$ cat src/wd_consts.svh
`ifndef WD_CONSTS_SVH
`define WD_CONSTS_SVH

// register indices; byte address is four times the index
`define SERVICE_IDX       32'h0000FFFF
`define CONFIG_IDX        32'h0000001F
`define CAUSE_IDX         32'h00000020
`define SERVICE_ADDR      (`SERVICE_IDX << 2)
`define CONFIG_ADDR       (`CONFIG_IDX << 2)
`define CAUSE_ADDR        (`CAUSE_IDX << 2)

// bus encodings
`define HSIZE_WORD        3'h2
`define HRESP_OKAY        1'b0

// configuration reset value and bits kept over a non-power-on reset
`define CFG_RESET         8'h00
`define CFG_KEEP_MASK     8'h08

// cause/status register field positions
`define CAUSE_WD_BIT      0
`define CAUSE_STOP_BIT    1
`define CAUSE_RUN_BIT     2
`define CAUSE_CNT_LSB     8
`define CAUSE_PRE_LSB     16

// counter geometry
`define PRE_W             12
`define WD_W              6
`define PRE_KEEP_W        4
`define SHORT_TAP         6
`define PRE_SERVICE_MASK  12'h00F

// timing counts in fast-clock cycles
`define RST_PULSE_CYCLES  6'd32
`define REC_SHORT_CYCLES  13'd32
`define REC_LONG_CYCLES   13'd4096
`define POR_CYCLES        13'd4096

`endif

$ cat src/wd_pkg.sv
package wd_pkg;

	typedef enum logic [1:0] {BUS_IDLE, BUS_WAIT, BUS_DONE} bus_phase_e;

	typedef enum logic [1:0] {ST_RUN, ST_STOPPED, ST_RECOVER} stop_state_e;

	typedef struct packed {
		logic watchdog_rate_select;
		logic low_voltage_guard_stop;
		logic low_voltage_guard_rst_off;
		logic low_voltage_guard_pwr_off;
		logic low_voltage_guard_trip;
		logic short_recovery_select;
		logic stop_enable;
		logic watchdog_disable;
	} sys_config_one_s;

	typedef struct packed {
		logic monitor_mode;
		logic break_active;
		logic break_watchdog_disable;
	} debug_mode_s;

	typedef struct packed {
		logic        write;
		logic        word;
		logic [31:0] addr;
	} bus_req_s;

endpackage

$ cat src/cop_watchdog_timer.sv
// The implementer's own choice: the AHB-Lite register port.
`include "wd_consts.svh"
`timescale 1ns/1ps

module cop_watchdog_timer
	import wd_pkg::*;
(
	input  logic        mclk,
	input  logic        rstn,
	input  logic        hsel,
	input  logic [31:0] haddr,
	input  logic [1:0]  htrans,
	input  logic        hwrite,
	input  logic [2:0]  hsize,
	input  logic [31:0] hwdata,
	input  logic        hready,
	output logic        hreadyout,
	output logic        hresp,
	output logic [31:0] hrdata,
	input  logic [7:0]  reset_vector_lo,
	input  logic        reset_pin_enable,
	input  logic        int_reset,
	input  debug_mode_s debug_mode,
	input  logic        test_high_voltage,
	input  logic        stop_exec,
	input  logic        wake_req,
	input  logic        low_voltage_wake,
	output logic        stop_mode,
	output logic        stop_exit,
	output logic        illegal_opcode,
	output logic        sys_reset,
	output logic        rst_pin_out,
	output logic        rst_pin_oe
);

	bus_phase_e         phase_reg;
	bus_req_s           req_reg;
	logic [31:0]        hrdata_reg;
	logic [31:0]        rd_next;
	sys_config_one_s    cfg_reg;
	logic               cfg_lock_reg;
	logic               cause_reg;
	logic               tst_meta_reg;
	logic               tst_sync_reg;
	logic [`PRE_W-1:0]  pre_reg;
	logic [`WD_W-1:0]   wd_cnt_reg;
	logic [12:0]        por_cnt_reg;
	logic               por_done_reg;
	stop_state_e        stop_state_reg;
	logic [12:0]        rec_cnt_reg;
	logic               stop_exit_reg;
	logic               illegal_reg;
	logic               sys_reset_reg;
	logic [5:0]         rst_cnt_reg;
	logic               rst_pin_oe_reg;
	logic               addr_take;
	logic               do_write;
	logic               wr_service;
	logic               wr_config;
	logic               rd_cause;
	logic               reset_any;
	logic               frozen;
	logic               stop_enter;
	logic               por_clear;
	logic               wd_run;
	logic               wd_tick;
	logic               tap_hit;
	logic               timeout;
	// ---------------- bus slave ----------------
	// one wait state: the access is carried out in the first data-phase
	// cycle, so a read right after a write sees the written value
	assign addr_take = hsel && htrans[1] && hready;
	assign hreadyout = (phase_reg != BUS_WAIT);
	assign hresp     = `HRESP_OKAY;
	assign hrdata    = hrdata_reg;

	always_ff @(posedge mclk or negedge rstn) begin
		if (!rstn) begin
			phase_reg <= BUS_IDLE;
		end else begin
			case (phase_reg)
				BUS_IDLE: begin
					if (addr_take) begin
						phase_reg <= BUS_WAIT;
					end
				end
				BUS_WAIT: begin
					phase_reg <= BUS_DONE;
				end
				BUS_DONE: begin
					if (addr_take) begin
						phase_reg <= BUS_WAIT;
					end else begin
						phase_reg <= BUS_IDLE;
					end
				end
				default: begin
					phase_reg <= BUS_IDLE;
				end
			endcase
		end
	end

	always_ff @(posedge mclk or negedge rstn) begin
		if (!rstn) begin
			req_reg <= '0;
		end else if (addr_take) begin
			req_reg.write <= hwrite;
			req_reg.word  <= (hsize == `HSIZE_WORD);
			req_reg.addr  <= haddr;
		end
	end

	// only whole-word writes take effect; others complete silently
	assign do_write   = (phase_reg == BUS_WAIT) && req_reg.write
		&& req_reg.word;
	assign wr_service = do_write && (req_reg.addr == `SERVICE_ADDR);
	assign wr_config  = do_write && (req_reg.addr == `CONFIG_ADDR);
	assign rd_cause   = (phase_reg == BUS_WAIT) && !req_reg.write
		&& (req_reg.addr == `CAUSE_ADDR);

	always_comb begin
		rd_next = '0;
		case (req_reg.addr)
			`SERVICE_ADDR: begin
				rd_next[7:0] = reset_vector_lo;
			end
			`CONFIG_ADDR: begin
				rd_next[7:0] = cfg_reg;
			end
			`CAUSE_ADDR: begin
				rd_next[`CAUSE_WD_BIT]   = cause_reg;
				rd_next[`CAUSE_STOP_BIT] = frozen;
				rd_next[`CAUSE_RUN_BIT]  = wd_run;
				rd_next[`CAUSE_CNT_LSB +: `WD_W] = wd_cnt_reg;
				rd_next[`CAUSE_PRE_LSB +: `PRE_W] = pre_reg;
			end
			default: begin
				rd_next = '0;
			end
		endcase
	end

	always_ff @(posedge mclk or negedge rstn) begin
		if (!rstn) begin
			hrdata_reg <= '0;
		end else if ((phase_reg == BUS_WAIT) && !req_reg.write) begin
			hrdata_reg <= rd_next;
		end
	end
	// ---------------- configuration ----------------
	assign reset_any = int_reset || sys_reset_reg;
	always_ff @(posedge mclk or negedge rstn) begin
		if (!rstn) begin
			cfg_reg      <= `CFG_RESET;
			cfg_lock_reg <= 1'b0;
		end else if (reset_any) begin
			cfg_reg      <= cfg_reg & `CFG_KEEP_MASK;
			cfg_lock_reg <= 1'b0;
		end else if (wr_config && !cfg_lock_reg) begin
			cfg_reg      <= hwdata[7:0];
			cfg_lock_reg <= 1'b1;
		end
	end
	// sticky cause; a timeout in the reading cycle survives the clear
	always_ff @(posedge mclk or negedge rstn) begin
		if (!rstn) begin
			cause_reg <= 1'b0;
		end else if (timeout) begin
			cause_reg <= 1'b1;
		end else if (rd_cause) begin
			cause_reg <= 1'b0;
		end
	end
	// ---------------- enable gating ----------------
	always_ff @(posedge mclk or negedge rstn) begin
		if (!rstn) begin
			tst_meta_reg <= 1'b0;
			tst_sync_reg <= 1'b0;
		end else begin
			tst_meta_reg <= test_high_voltage;
			tst_sync_reg <= tst_meta_reg;
		end
	end

	// wait mode has no input here: counting never depends on it
	assign wd_run = !cfg_reg.watchdog_disable
		&& !(debug_mode.monitor_mode && tst_sync_reg)
		&& !(debug_mode.monitor_mode && debug_mode.break_active
		&& debug_mode.break_watchdog_disable);
	// ---------------- stop mode ----------------
	assign frozen     = (stop_state_reg != ST_RUN);
	assign stop_mode  = frozen;
	assign stop_enter = (stop_state_reg == ST_RUN) && stop_exec
		&& cfg_reg.stop_enable && !reset_any;

	always_ff @(posedge mclk or negedge rstn) begin
		if (!rstn) begin
			stop_state_reg <= ST_RUN;
			rec_cnt_reg    <= '0;
		end else if (reset_any) begin
			stop_state_reg <= ST_RUN;
			rec_cnt_reg    <= '0;
		end else begin
			case (stop_state_reg)
				ST_RUN: begin
					if (stop_enter) begin
						stop_state_reg <= ST_STOPPED;
					end
				end
				ST_STOPPED: begin
					if (low_voltage_wake) begin
						stop_state_reg <= ST_RECOVER;
						rec_cnt_reg <= `REC_LONG_CYCLES - 13'd1;
					end else if (wake_req) begin
						stop_state_reg <= ST_RECOVER;
						rec_cnt_reg <= cfg_reg.short_recovery_select
							? `REC_SHORT_CYCLES - 13'd1
							: `REC_LONG_CYCLES - 13'd1;
					end
				end
				ST_RECOVER: begin
					if (rec_cnt_reg == 13'd0) begin
						stop_state_reg <= ST_RUN;
					end else begin
						rec_cnt_reg <= rec_cnt_reg - 13'd1;
					end
				end
				default: begin
					stop_state_reg <= ST_RUN;
				end
			endcase
		end
	end
	always_ff @(posedge mclk or negedge rstn) begin
		if (!rstn) begin
			stop_exit_reg <= 1'b0;
			illegal_reg   <= 1'b0;
		end else begin
			stop_exit_reg <= !reset_any && (stop_state_reg == ST_RECOVER)
				&& (rec_cnt_reg == 13'd0);
			illegal_reg   <= !reset_any && (stop_state_reg == ST_RUN)
				&& stop_exec && !cfg_reg.stop_enable;
		end
	end
	assign stop_exit      = stop_exit_reg;
	assign illegal_opcode = illegal_reg;
	// ---------------- power-on clear ----------------
	assign por_clear = !por_done_reg && (por_cnt_reg == `POR_CYCLES - 13'd1);
	always_ff @(posedge mclk or negedge rstn) begin
		if (!rstn) begin
			por_cnt_reg  <= '0;
			por_done_reg <= 1'b0;
		end else if (!por_done_reg) begin
			por_cnt_reg  <= por_cnt_reg + 13'd1;
			por_done_reg <= por_clear;
		end
	end
	// ---------------- prescaler and watchdog counter ----------------
	always_ff @(posedge mclk or negedge rstn) begin
		if (!rstn) begin
			pre_reg <= '0;
		end else if (reset_any || por_clear || stop_enter) begin
			pre_reg <= '0;
		end else if (wr_service) begin
			pre_reg <= pre_reg & `PRE_SERVICE_MASK;
		end else if (!frozen) begin
			pre_reg <= pre_reg + 12'd1;
		end
	end

	// short period steps on the low seven stages, long on all twelve
	assign wd_tick = cfg_reg.watchdog_rate_select
		? (&pre_reg[`SHORT_TAP:0]) : (&pre_reg);
	// the final step is cut 16 cycles short since service leaves the
	// low four stages running; this gives 8161 to 8176 and 262,113 to 262,128
	assign tap_hit = (pre_reg[`PRE_KEEP_W-1:0] == '0)
		&& (cfg_reg.watchdog_rate_select
		? (&pre_reg[`SHORT_TAP:`PRE_KEEP_W])
		: (&pre_reg[`PRE_W-1:`PRE_KEEP_W]));
	assign timeout = wd_run && !frozen && !reset_any && !wr_service
		&& (&wd_cnt_reg) && tap_hit;

	always_ff @(posedge mclk or negedge rstn) begin
		if (!rstn) begin
			wd_cnt_reg <= '0;
		end else if (reset_any || wr_service) begin
			wd_cnt_reg <= '0;
		end else if (!frozen && !stop_enter && wd_run && wd_tick) begin
			wd_cnt_reg <= wd_cnt_reg + 6'd1;
		end
	end
	// ---------------- reset generation ----------------
	// the reset output is the only action; no interrupt exists here
	always_ff @(posedge mclk or negedge rstn) begin
		if (!rstn) begin
			sys_reset_reg  <= 1'b0;
			rst_cnt_reg    <= '0;
			rst_pin_oe_reg <= 1'b0;
		end else if (timeout) begin
			sys_reset_reg  <= 1'b1;
			rst_cnt_reg    <= `RST_PULSE_CYCLES - 6'd1;
			rst_pin_oe_reg <= reset_pin_enable;
		end else if (sys_reset_reg) begin
			if (rst_cnt_reg == 6'd0) begin
				sys_reset_reg  <= 1'b0;
				rst_pin_oe_reg <= 1'b0;
			end else begin
				rst_cnt_reg <= rst_cnt_reg - 6'd1;
			end
		end
	end
	assign sys_reset   = sys_reset_reg;
	assign rst_pin_out = 1'b0;
	assign rst_pin_oe  = rst_pin_oe_reg;

	// ---------------- assertions ----------------
	a_service_clears_cnt:
	assert property (@(posedge mclk) disable iff (!rstn)
		wr_service |=> (wd_cnt_reg == '0)
		&& (pre_reg[`PRE_W-1:`PRE_KEEP_W] == '0))
	else $error("service did not clear counters");
	a_reset_pulse_len:
	assert property (@(posedge mclk) disable iff (!rstn)
		$fell(sys_reset_reg) |-> $past(timeout, 33))
	else $error("reset pulse not 32 cycles");
	a_reset_pulse_held:
	assert property (@(posedge mclk) disable iff (!rstn)
		timeout |=> sys_reset_reg [*8])
	else $error("reset pulse ended early");
	a_pin_follows_en:
	assert property (@(posedge mclk) disable iff (!rstn)
		timeout |=> (rst_pin_oe_reg == $past(reset_pin_enable)) && cause_reg)
	else $error("pin drive or cause wrong after timeout");
	a_disabled_no_reset:
	assert property (@(posedge mclk) disable iff (!rstn)
		(cfg_reg.watchdog_disable || frozen)
		|-> !timeout ##1 !$rose(sys_reset_reg))
	else $error("timeout while disabled or stopped");
	a_monitor_hv_off:
	assert property (@(posedge mclk) disable iff (!rstn)
		(debug_mode.monitor_mode && tst_sync_reg)
		|-> !wd_run ##1 !$rose(sys_reset_reg))
	else $error("watchdog runs in monitor mode with high voltage");
	a_illegal_stop:
	assert property (@(posedge mclk) disable iff (!rstn)
		(stop_state_reg == ST_RUN && stop_exec && !cfg_reg.stop_enable
		&& !reset_any) |=> illegal_reg && (stop_state_reg == ST_RUN))
	else $error("stop with stop disabled not refused");
	a_stop_clears_pre:
	assert property (@(posedge mclk) disable iff (!rstn)
		stop_enter |=> (pre_reg == '0) && (wd_cnt_reg
		== ($past(wr_service) ? 6'h00 : $past(wd_cnt_reg))))
	else $error("stop entry did not clear prescaler");
	a_short_recovery:
	assert property (@(posedge mclk) disable iff (!rstn || reset_any)
		(stop_state_reg == ST_STOPPED && wake_req && !low_voltage_wake
		&& cfg_reg.short_recovery_select)
		|=> ##31 (stop_state_reg == ST_RECOVER) ##1 (stop_state_reg == ST_RUN))
	else $error("short recovery not 32 cycles");
	a_lv_long_recovery:
	assert property (@(posedge mclk) disable iff (!rstn)
		(stop_state_reg == ST_STOPPED && low_voltage_wake && !reset_any)
		|=> rec_cnt_reg == `REC_LONG_CYCLES - 13'd1)
	else $error("low-voltage exit did not use long recovery");
	a_config_once:
	assert property (@(posedge mclk) disable iff (!rstn)
		(wr_config && cfg_lock_reg && !reset_any) |=> $stable(cfg_reg))
	else $error("locked configuration changed");
	a_por_clear_pre:
	assert property (@(posedge mclk) disable iff (!rstn)
		por_clear |=> (pre_reg == '0) && por_done_reg)
	else $error("power-on clear missing");
	a_internal_reset:
	assert property (@(posedge mclk) disable iff (!rstn)
		int_reset |=> (pre_reg == '0) && (wd_cnt_reg == '0))
	else $error("internal reset did not clear counters");

endmodule

$ cat config.mk
export PLATFORM = sky130hd
export DESIGN_NAME = cop_watchdog_timer
export DESIGN_NICKNAME = d
export VERILOG_FILES = /design/src/wd_pkg.sv /design/src/cop_watchdog_timer.sv
export VERILOG_INCLUDE_DIRS = /design/src
export SDC_FILE = /design/constraint.sdc
export NUM_CORES = 1
export LEC_CHECK = 0
export ABC_AREA = 1
export CAP_MARGIN = 0
export CORE_MARGIN = 4
export CORE_UTILIZATION = 38
export CTS_CLUSTER_DIAMETER = 150
export DETAILED_ROUTE_END_ITERATION = 6
export DONT_BUFFER_PORTS = 1
export HOLD_SLACK_MARGIN = 0.15
export PLACE_DENSITY_LB_ADDON = 0.05
export SETUP_SLACK_MARGIN = 0.15
export SYNTH_ARGS = -nofsm -noshare
export SYNTH_HDL_FRONTEND = slang
export SYNTH_SLANG_ARGS = --single-unit
export TNS_END_PERCENT = 1
$ cat constraint.sdc
create_clock -name mclk -period 2.4 [get_ports mclk]
set_input_delay 0.24 -clock mclk [delete_from_list [all_inputs] [get_ports mclk]]
set_output_delay 0.24 -clock mclk [all_outputs]
set_load 0.02 [all_outputs]
Yosys cells after proc, flatten, opt, wreduce, memory -nomap -nowiden:

Cells that the tools add are included.

* flip-flop bits (word level): 131
* output and inout bits: 40
* bits of input ports: 91

* add/subtract/negate cells: 5
* bitwise operators: 1
* equality and inequality tests: 19
* muxes and demuxes: 42
* reduce and logical (&&, ||, !) cells: 70

Operator list (count)
* $mux W12: 5
* $mux W13: 4
* $mux W6: 6
* $eq A32 B18 Y1 const B: 1
* $eq A32 B7 Y1 const B: 1
* $eq A32 B8 Y1 const B: 1
* $logic_and A1 B1 Y1: 32
* $pmux W13 S2: 1
* $mux W8: 2
* $mux W1: 14
* $add A13 B1 Y13 const B: 1
* $eq A13 B12 Y1 const B: 1
* $logic_not A13 Y1: 1
* $sub A13 B1 Y13 const B: 1
* $add A12 B1 Y12 const B: 1
* $mux W2: 6
* $pmux W2 S3: 2
* $reduce_and A12 Y1: 1
* $reduce_bool A2 Y1: 6
* $logic_not A1 Y1: 11
* $pmux W5 S2: 1
* $ne A3 B3 Y1 const B: 3
* $pmux W3 S3: 1
* $reduce_and A3 Y1: 3
* other kinds (19): 31

Depth between registers and ports, before layout:

* word-level depth: 11
* gate-level depth with buffers: 11
* depth with buffers taken out: 11

Worst setup path before layout:

No wires, ideal clock.

* path kind: register to register
* from: reg sys_reset_reg (netlist: sys_reset)
* to: reg rst_pin_oe_reg (netlist: rst_pin_oe)
* slack: 0.958 ns
* cell stages (with the launch flop): 9
* clock period less this slack: 1.442 ns
* arrival time: 1.325 ns
* path through: dfrtp_1 nor2_1 nand2_1 nor2_1 nand4_1 nor2_1 nand2_2 nand2_1 nand2_1

* cells in the longest elaborated chain, start to end: 8
* elaborated cells on any way between the ends: 10
* those cells by class: mux (1); reduce/logical (9)

RTL lines
* start: declaration: RTL line cop_watchdog_timer.sv:53 `logic sys_reset_reg;`
* start signal: assignment: RTL line cop_watchdog_timer.sv:297 `sys_reset_reg <= 1'b0;`
* start signal: assignment: RTL line cop_watchdog_timer.sv:301 `sys_reset_reg <= 1'b1;`
* start signal: assignment: RTL line cop_watchdog_timer.sv:306 `sys_reset_reg <= 1'b0;`
* $logic_or A1 B1 Y1: RTL line cop_watchdog_timer.sv:152 `assign reset_any = int_reset || sys_reset_reg;`
* $logic_not A1 Y1: RTL line cop_watchdog_timer.sv:281 `assign timeout = wd_run && !frozen && !reset_any && !wr_service`
* $logic_and A1 B1 Y1 (2 in series): RTL line cop_watchdog_timer.sv:281
* $logic_and A1 B1 Y1 (2 in series): RTL line cop_watchdog_timer.sv:282 `&& (&wd_cnt_reg) && tap_hit;`
* $reduce_bool A2 Y1 (no line)
* $reduce_and A2 Y1 (no line)
* end signal: assignment: RTL line cop_watchdog_timer.sv:303 `rst_pin_oe_reg <= reset_pin_enable;`
* end: declaration: RTL line cop_watchdog_timer.sv:55 `logic rst_pin_oe_reg;`

Several ways; a longest one is shown, not always the timed one.
A chain may end at the register's enable or synchronous reset.

Final worst setup path:

* from: reg stop_state_reg[0]
* to: reg rst_pin_oe_reg (netlist: rst_pin_oe)

* cells in the longest elaborated chain, start to end: 9
* elaborated cells on any way between the ends: 11
* those cells by class: mux (1); reduce/logical (10)

RTL lines
* start: declaration: RTL line cop_watchdog_timer.sv:49 `stop_state_e stop_state_reg;`
* start signal: assignment: RTL line cop_watchdog_timer.sv:199 `stop_state_reg <= ST_RUN;`
* start signal: assignment: RTL line cop_watchdog_timer.sv:202 `stop_state_reg <= ST_RUN;`
* start signal: assignment: RTL line cop_watchdog_timer.sv:208 `stop_state_reg <= ST_STOPPED;`
* $reduce_bool A2 Y1 *: RTL line cop_watchdog_timer.sv:192 `assign frozen = (stop_state_reg != ST_RUN);`
* $logic_not A1 Y1 *: RTL line cop_watchdog_timer.sv:281
* $logic_and A1 B1 Y1 * (3 in series): RTL line cop_watchdog_timer.sv:281
* $logic_and A1 B1 Y1 * (2 in series): RTL line cop_watchdog_timer.sv:282
* $reduce_bool A2 Y1 (no line)
* $reduce_and A2 Y1 (no line)

Every way passes the cells marked *; elsewhere a longest branch is shown, timed or not.

==> summary.txt <==
Outcome
  • Status: finished with violations
  • Failing checks: hold timing

Worst setup path
  • Crit Path Class: flip-flop to flip-flop
  • Most frequent CP cell: nand2_1
  • Reg-to-Reg End: rst_pin_oe$_DFFE_PN0P_
  • Setup crit start kind: flip-flop
  • Cells on worst reg2reg path: 8
  • Cells along the critical path: nor2_4, nand2_1, nor2_1, nand4_1, nor2_1, nand2_2, nand2_1, nand2_1
  • RR Startpoint: stop_state_reg[0]$_DFFE_PN0P_
  • Critical Path RT: 2.71 ns
  • Max incr delay on CP: 0.44 ns
  • Worst setup EP type: flip-flop
  • R2R setup slack: 0.54 ns
  • WP data arrival: 2.17 ns
  • Worst-path maximum fanout: 15
  • Crit-path slowest cell: dfrtp_1

Synth
  • Ys async rst share: 100%
  • Cell with the most instances after synthesis: nand2_1
  • Cell type contributing the most total cell area after synthesis: dfrtp_1
  • List of most frequent post-synthesis cells: 231 x nand2_1, 131 x dfrtp_1, 108 x nor2_1, 78 x nand3_1, 77 x inv_1
  • Post-synth EDFFs: 0
  • Avg Inst Size Synth: 8.06 um^2
  • Flops & latches, synth: 131
  • Yosys warnings: 0
  • Post-synthesis instance area: 6720 um^2
  • Ys flop type: dfrtp_1
  • Synth unique cells: 39
  • Post-synth top area share: 48.8%
  • Top post-synthesis cells by area: dfrtp_1 49%, nand2_1 13%, nor2_1 6.0%, nand3_1 5.8%, inv_1 4.3%
  • Post-synthesis sequential area ratio: 48.8%
  • Post-Synthesis Cells: 834

Layout
  • Fillers: 1717
  • Inserted Diodes: 0
  • Max FFs per register: 34
  • Area occupied by registers: 3280 um^2
  • Area Growth Syn to Fin: 20.5%
  • Share of cells above drive strength 1: 9.24%
  • Cell area after layout: 8100 um^2
  • Nets: 995
  • Multi-input logic area: 2990 um^2

STA
  • Worst-Margin Slew: 0.745 ns
  • Finish-stage setup viols: 0
  • RSZ-0062 raised after global routing: no
  • Pins Over Slew Limit: 0
  • Min Hold Slack: -0.484 ns
  • Slew margin rel.: 50.2%
  • Setup TNS: 0 ns
  • Setup skew after layout: 0.00845 ns
  • Final Hold Viols: 131
  • Tmin final: 1.86 ns
  • F_max: 537 MHz
  • Part of the cycle the worst path needs: 77.5%

Power and ir drop
  • Logic pwr share: 7.8%
  • Peak supply drop: 0.501 mV
  • Clock power share: 48.5%
  • Total chip power: 5570 uW
  • NetSw: 1370 uW
  • Leak: 0.00397 uW
  • Switching Share: 24.5%
  • Sequential share of power: 43.7%
  • Pwr dens: 688 nW/um^2
  • Cell Int Power: 4210 uW

Clock tree
  • Clock-pin slew on the worst setup and hold paths: 0.06 ns
  • CTS tree: yes
  • CTS sink cnt: 131
  • CTS root buf: clkbuf_16
  • Setup bufs post-CTS: 0
  • CTS Buf Count: 17
  • Clock buffer depth: 2
  • H-tree depth: 4
  • Clk Latency, worst-skew pair: 0.42 ns
  • Hold Buf Count CTS: 56
  • Resized Gates After CTS: 0

Drt
  • Drc violations: 0
  • Post-Route WL: 16.5 mm
  • Initial DRC Count: 335
  • Final ANT Viol Nets: 0
  • Wire per inst: 14.6 um
  • Vias/cell: 4.91
  • 1st-pass router iterations: 7
  • Via count: 5563

Place
  • PortBufs: 0
  • Post-DP HPWL: 11.9 mm
  • Placer Congestion: 0.868
  • DP Area: 6920 um^2

Floorplanning
  • Die H: 141 um
  • DIE AREA: 19900 um^2
  • Initial Utilization: 38.9%
  • Core area: 17300 um^2
  • Die W: 141 um
  • # IOs: 131
  • # rows: 48

Global route
  • GRT overflow: 0
  • Largest net degree at the start of global routing: 132
  • GRT Total Usage: 17.2%
  • First-pass GRT wire length: 27.4 mm
  • Initial antenna violation count: 0
  • Vias in the first global route: 5452

Run
  • Max_cap viols: 0

Hold path
  • Hold Path Class: input pin to async pin
## cell families after synthesis
| logic type | count (synthesis) | synth area share [%] |
|---|---|---|
| and+or+nand+nor | 478 | 31.8 |
| adders and majority gates | 8 | 1.49 |
| muxes | 15 | 2.51 |
| AOI/OAI and AO/OA | 66 | 5.06 |
| xor gates and xnor gates | 24 | 3.13 |
| other | 1 | 0.0558 |
| DFF | 131 | 48.8 |
| buffers and inverters | 111 | 7.20 |
## through the flow
step | std cells | hold slack [ns] | util, % | setup WS [ns]
after floorplan | 841 | -0.0556 | - | 0.958
after global placement | 1046 | -0.0491 | 40.0 | 0.524
after detailed placement | 1046 | -0.0480 | 40.0 | 0.515
after CTS | 1134 | -0.508 | 46.8 | 0.500
after global routing | 1134 | -0.514 | 46.8 | 0.337
final | 1134 | -0.484 | 46.8 | 0.540
## worst max-delay path by stage
stage,depth (start not counted),startpoint,end
after floorplan,8,sys_reset$_DFF_PN0_,rst_pin_oe$_DFFE_PN0P_
after global placement,8,stop_state_reg[0]$_DFFE_PN0P_,rst_pin_oe$_DFFE_PN0P_
after detailed placement,8,stop_state_reg[0]$_DFFE_PN0P_,rst_pin_oe$_DFFE_PN0P_
after CTS,7,phase_reg[0]$_DFFE_PN0P_,hrdata[21]$_DFFE_PN0P_
after global routing,8,stop_state_reg[0]$_DFFE_PN0P_,rst_pin_oe$_DFFE_PN0P_
final,8,stop_state_reg[0]$_DFFE_PN0P_,rst_pin_oe$_DFFE_PN0P_
## final cells by class
cell class                      instances  area share, %
Sequential cell                       131           40.5
Multi-Input combinational cell        599           36.9
Timing Repair Buffer                   63           7.57
Clock buffer                           18           5.42
Inverter                               84           3.92
Tap cell                              225           3.48
Clock inverter                         14           2.19
## metal layers
metal / vias to the layer above / GRT usage [%] / routed length, um
met5: - / 0 / 0
met4: 0 / 4.13 / 113
met3: 9 / 4.92 / 897
met2: 132 / 29.0 / 8100
met1: 2648 / 22.0 / 7420
li1: 2774 / - / -
## cells in the final DEF (no fill, tap or decap), types with 5 or more instances in the layout
cell and instances:
dlygate4sd3_1 56, inv_1 77, buf_4 7, xnor2_1 5, nor2_2 5, o21ai_1 5, nor2_1 107, a21oi_1 27
nor2_4 7, mux2_2 15, nand2_1 231, dfrtp_1 131, clkbuf_16 17, o21ai_0 30, nor3_1 6, inv_2 5
nand3_1 77, nand4_1 26, xor2_1 19, ha_1 8, conb_1 8
## power groups by stage
stage | Sequential, uW | Clock (uW) | Combinational (uW)
2_1_floorplan | 2450 | 0 | 309
3_3_place_gp | 2470 | 0 | 353
3_5_place_dp | 2480 | 0 | 361
4_1_cts | 2440 | 2770 | 438
5_1_grt | 2450 | 2860 | 495
6_report | 2440 | 2700 | 433
## critical path: cells and delay by family (launching register included)
| kind | cells | cell delay [ns] |
|---|---|---|
| AND/OR/NAND/NOR | 8 | 1.31 |
| flip-flops | 1 | 0.44 |
Note: power is estimated with default switching activity, not from simulation.
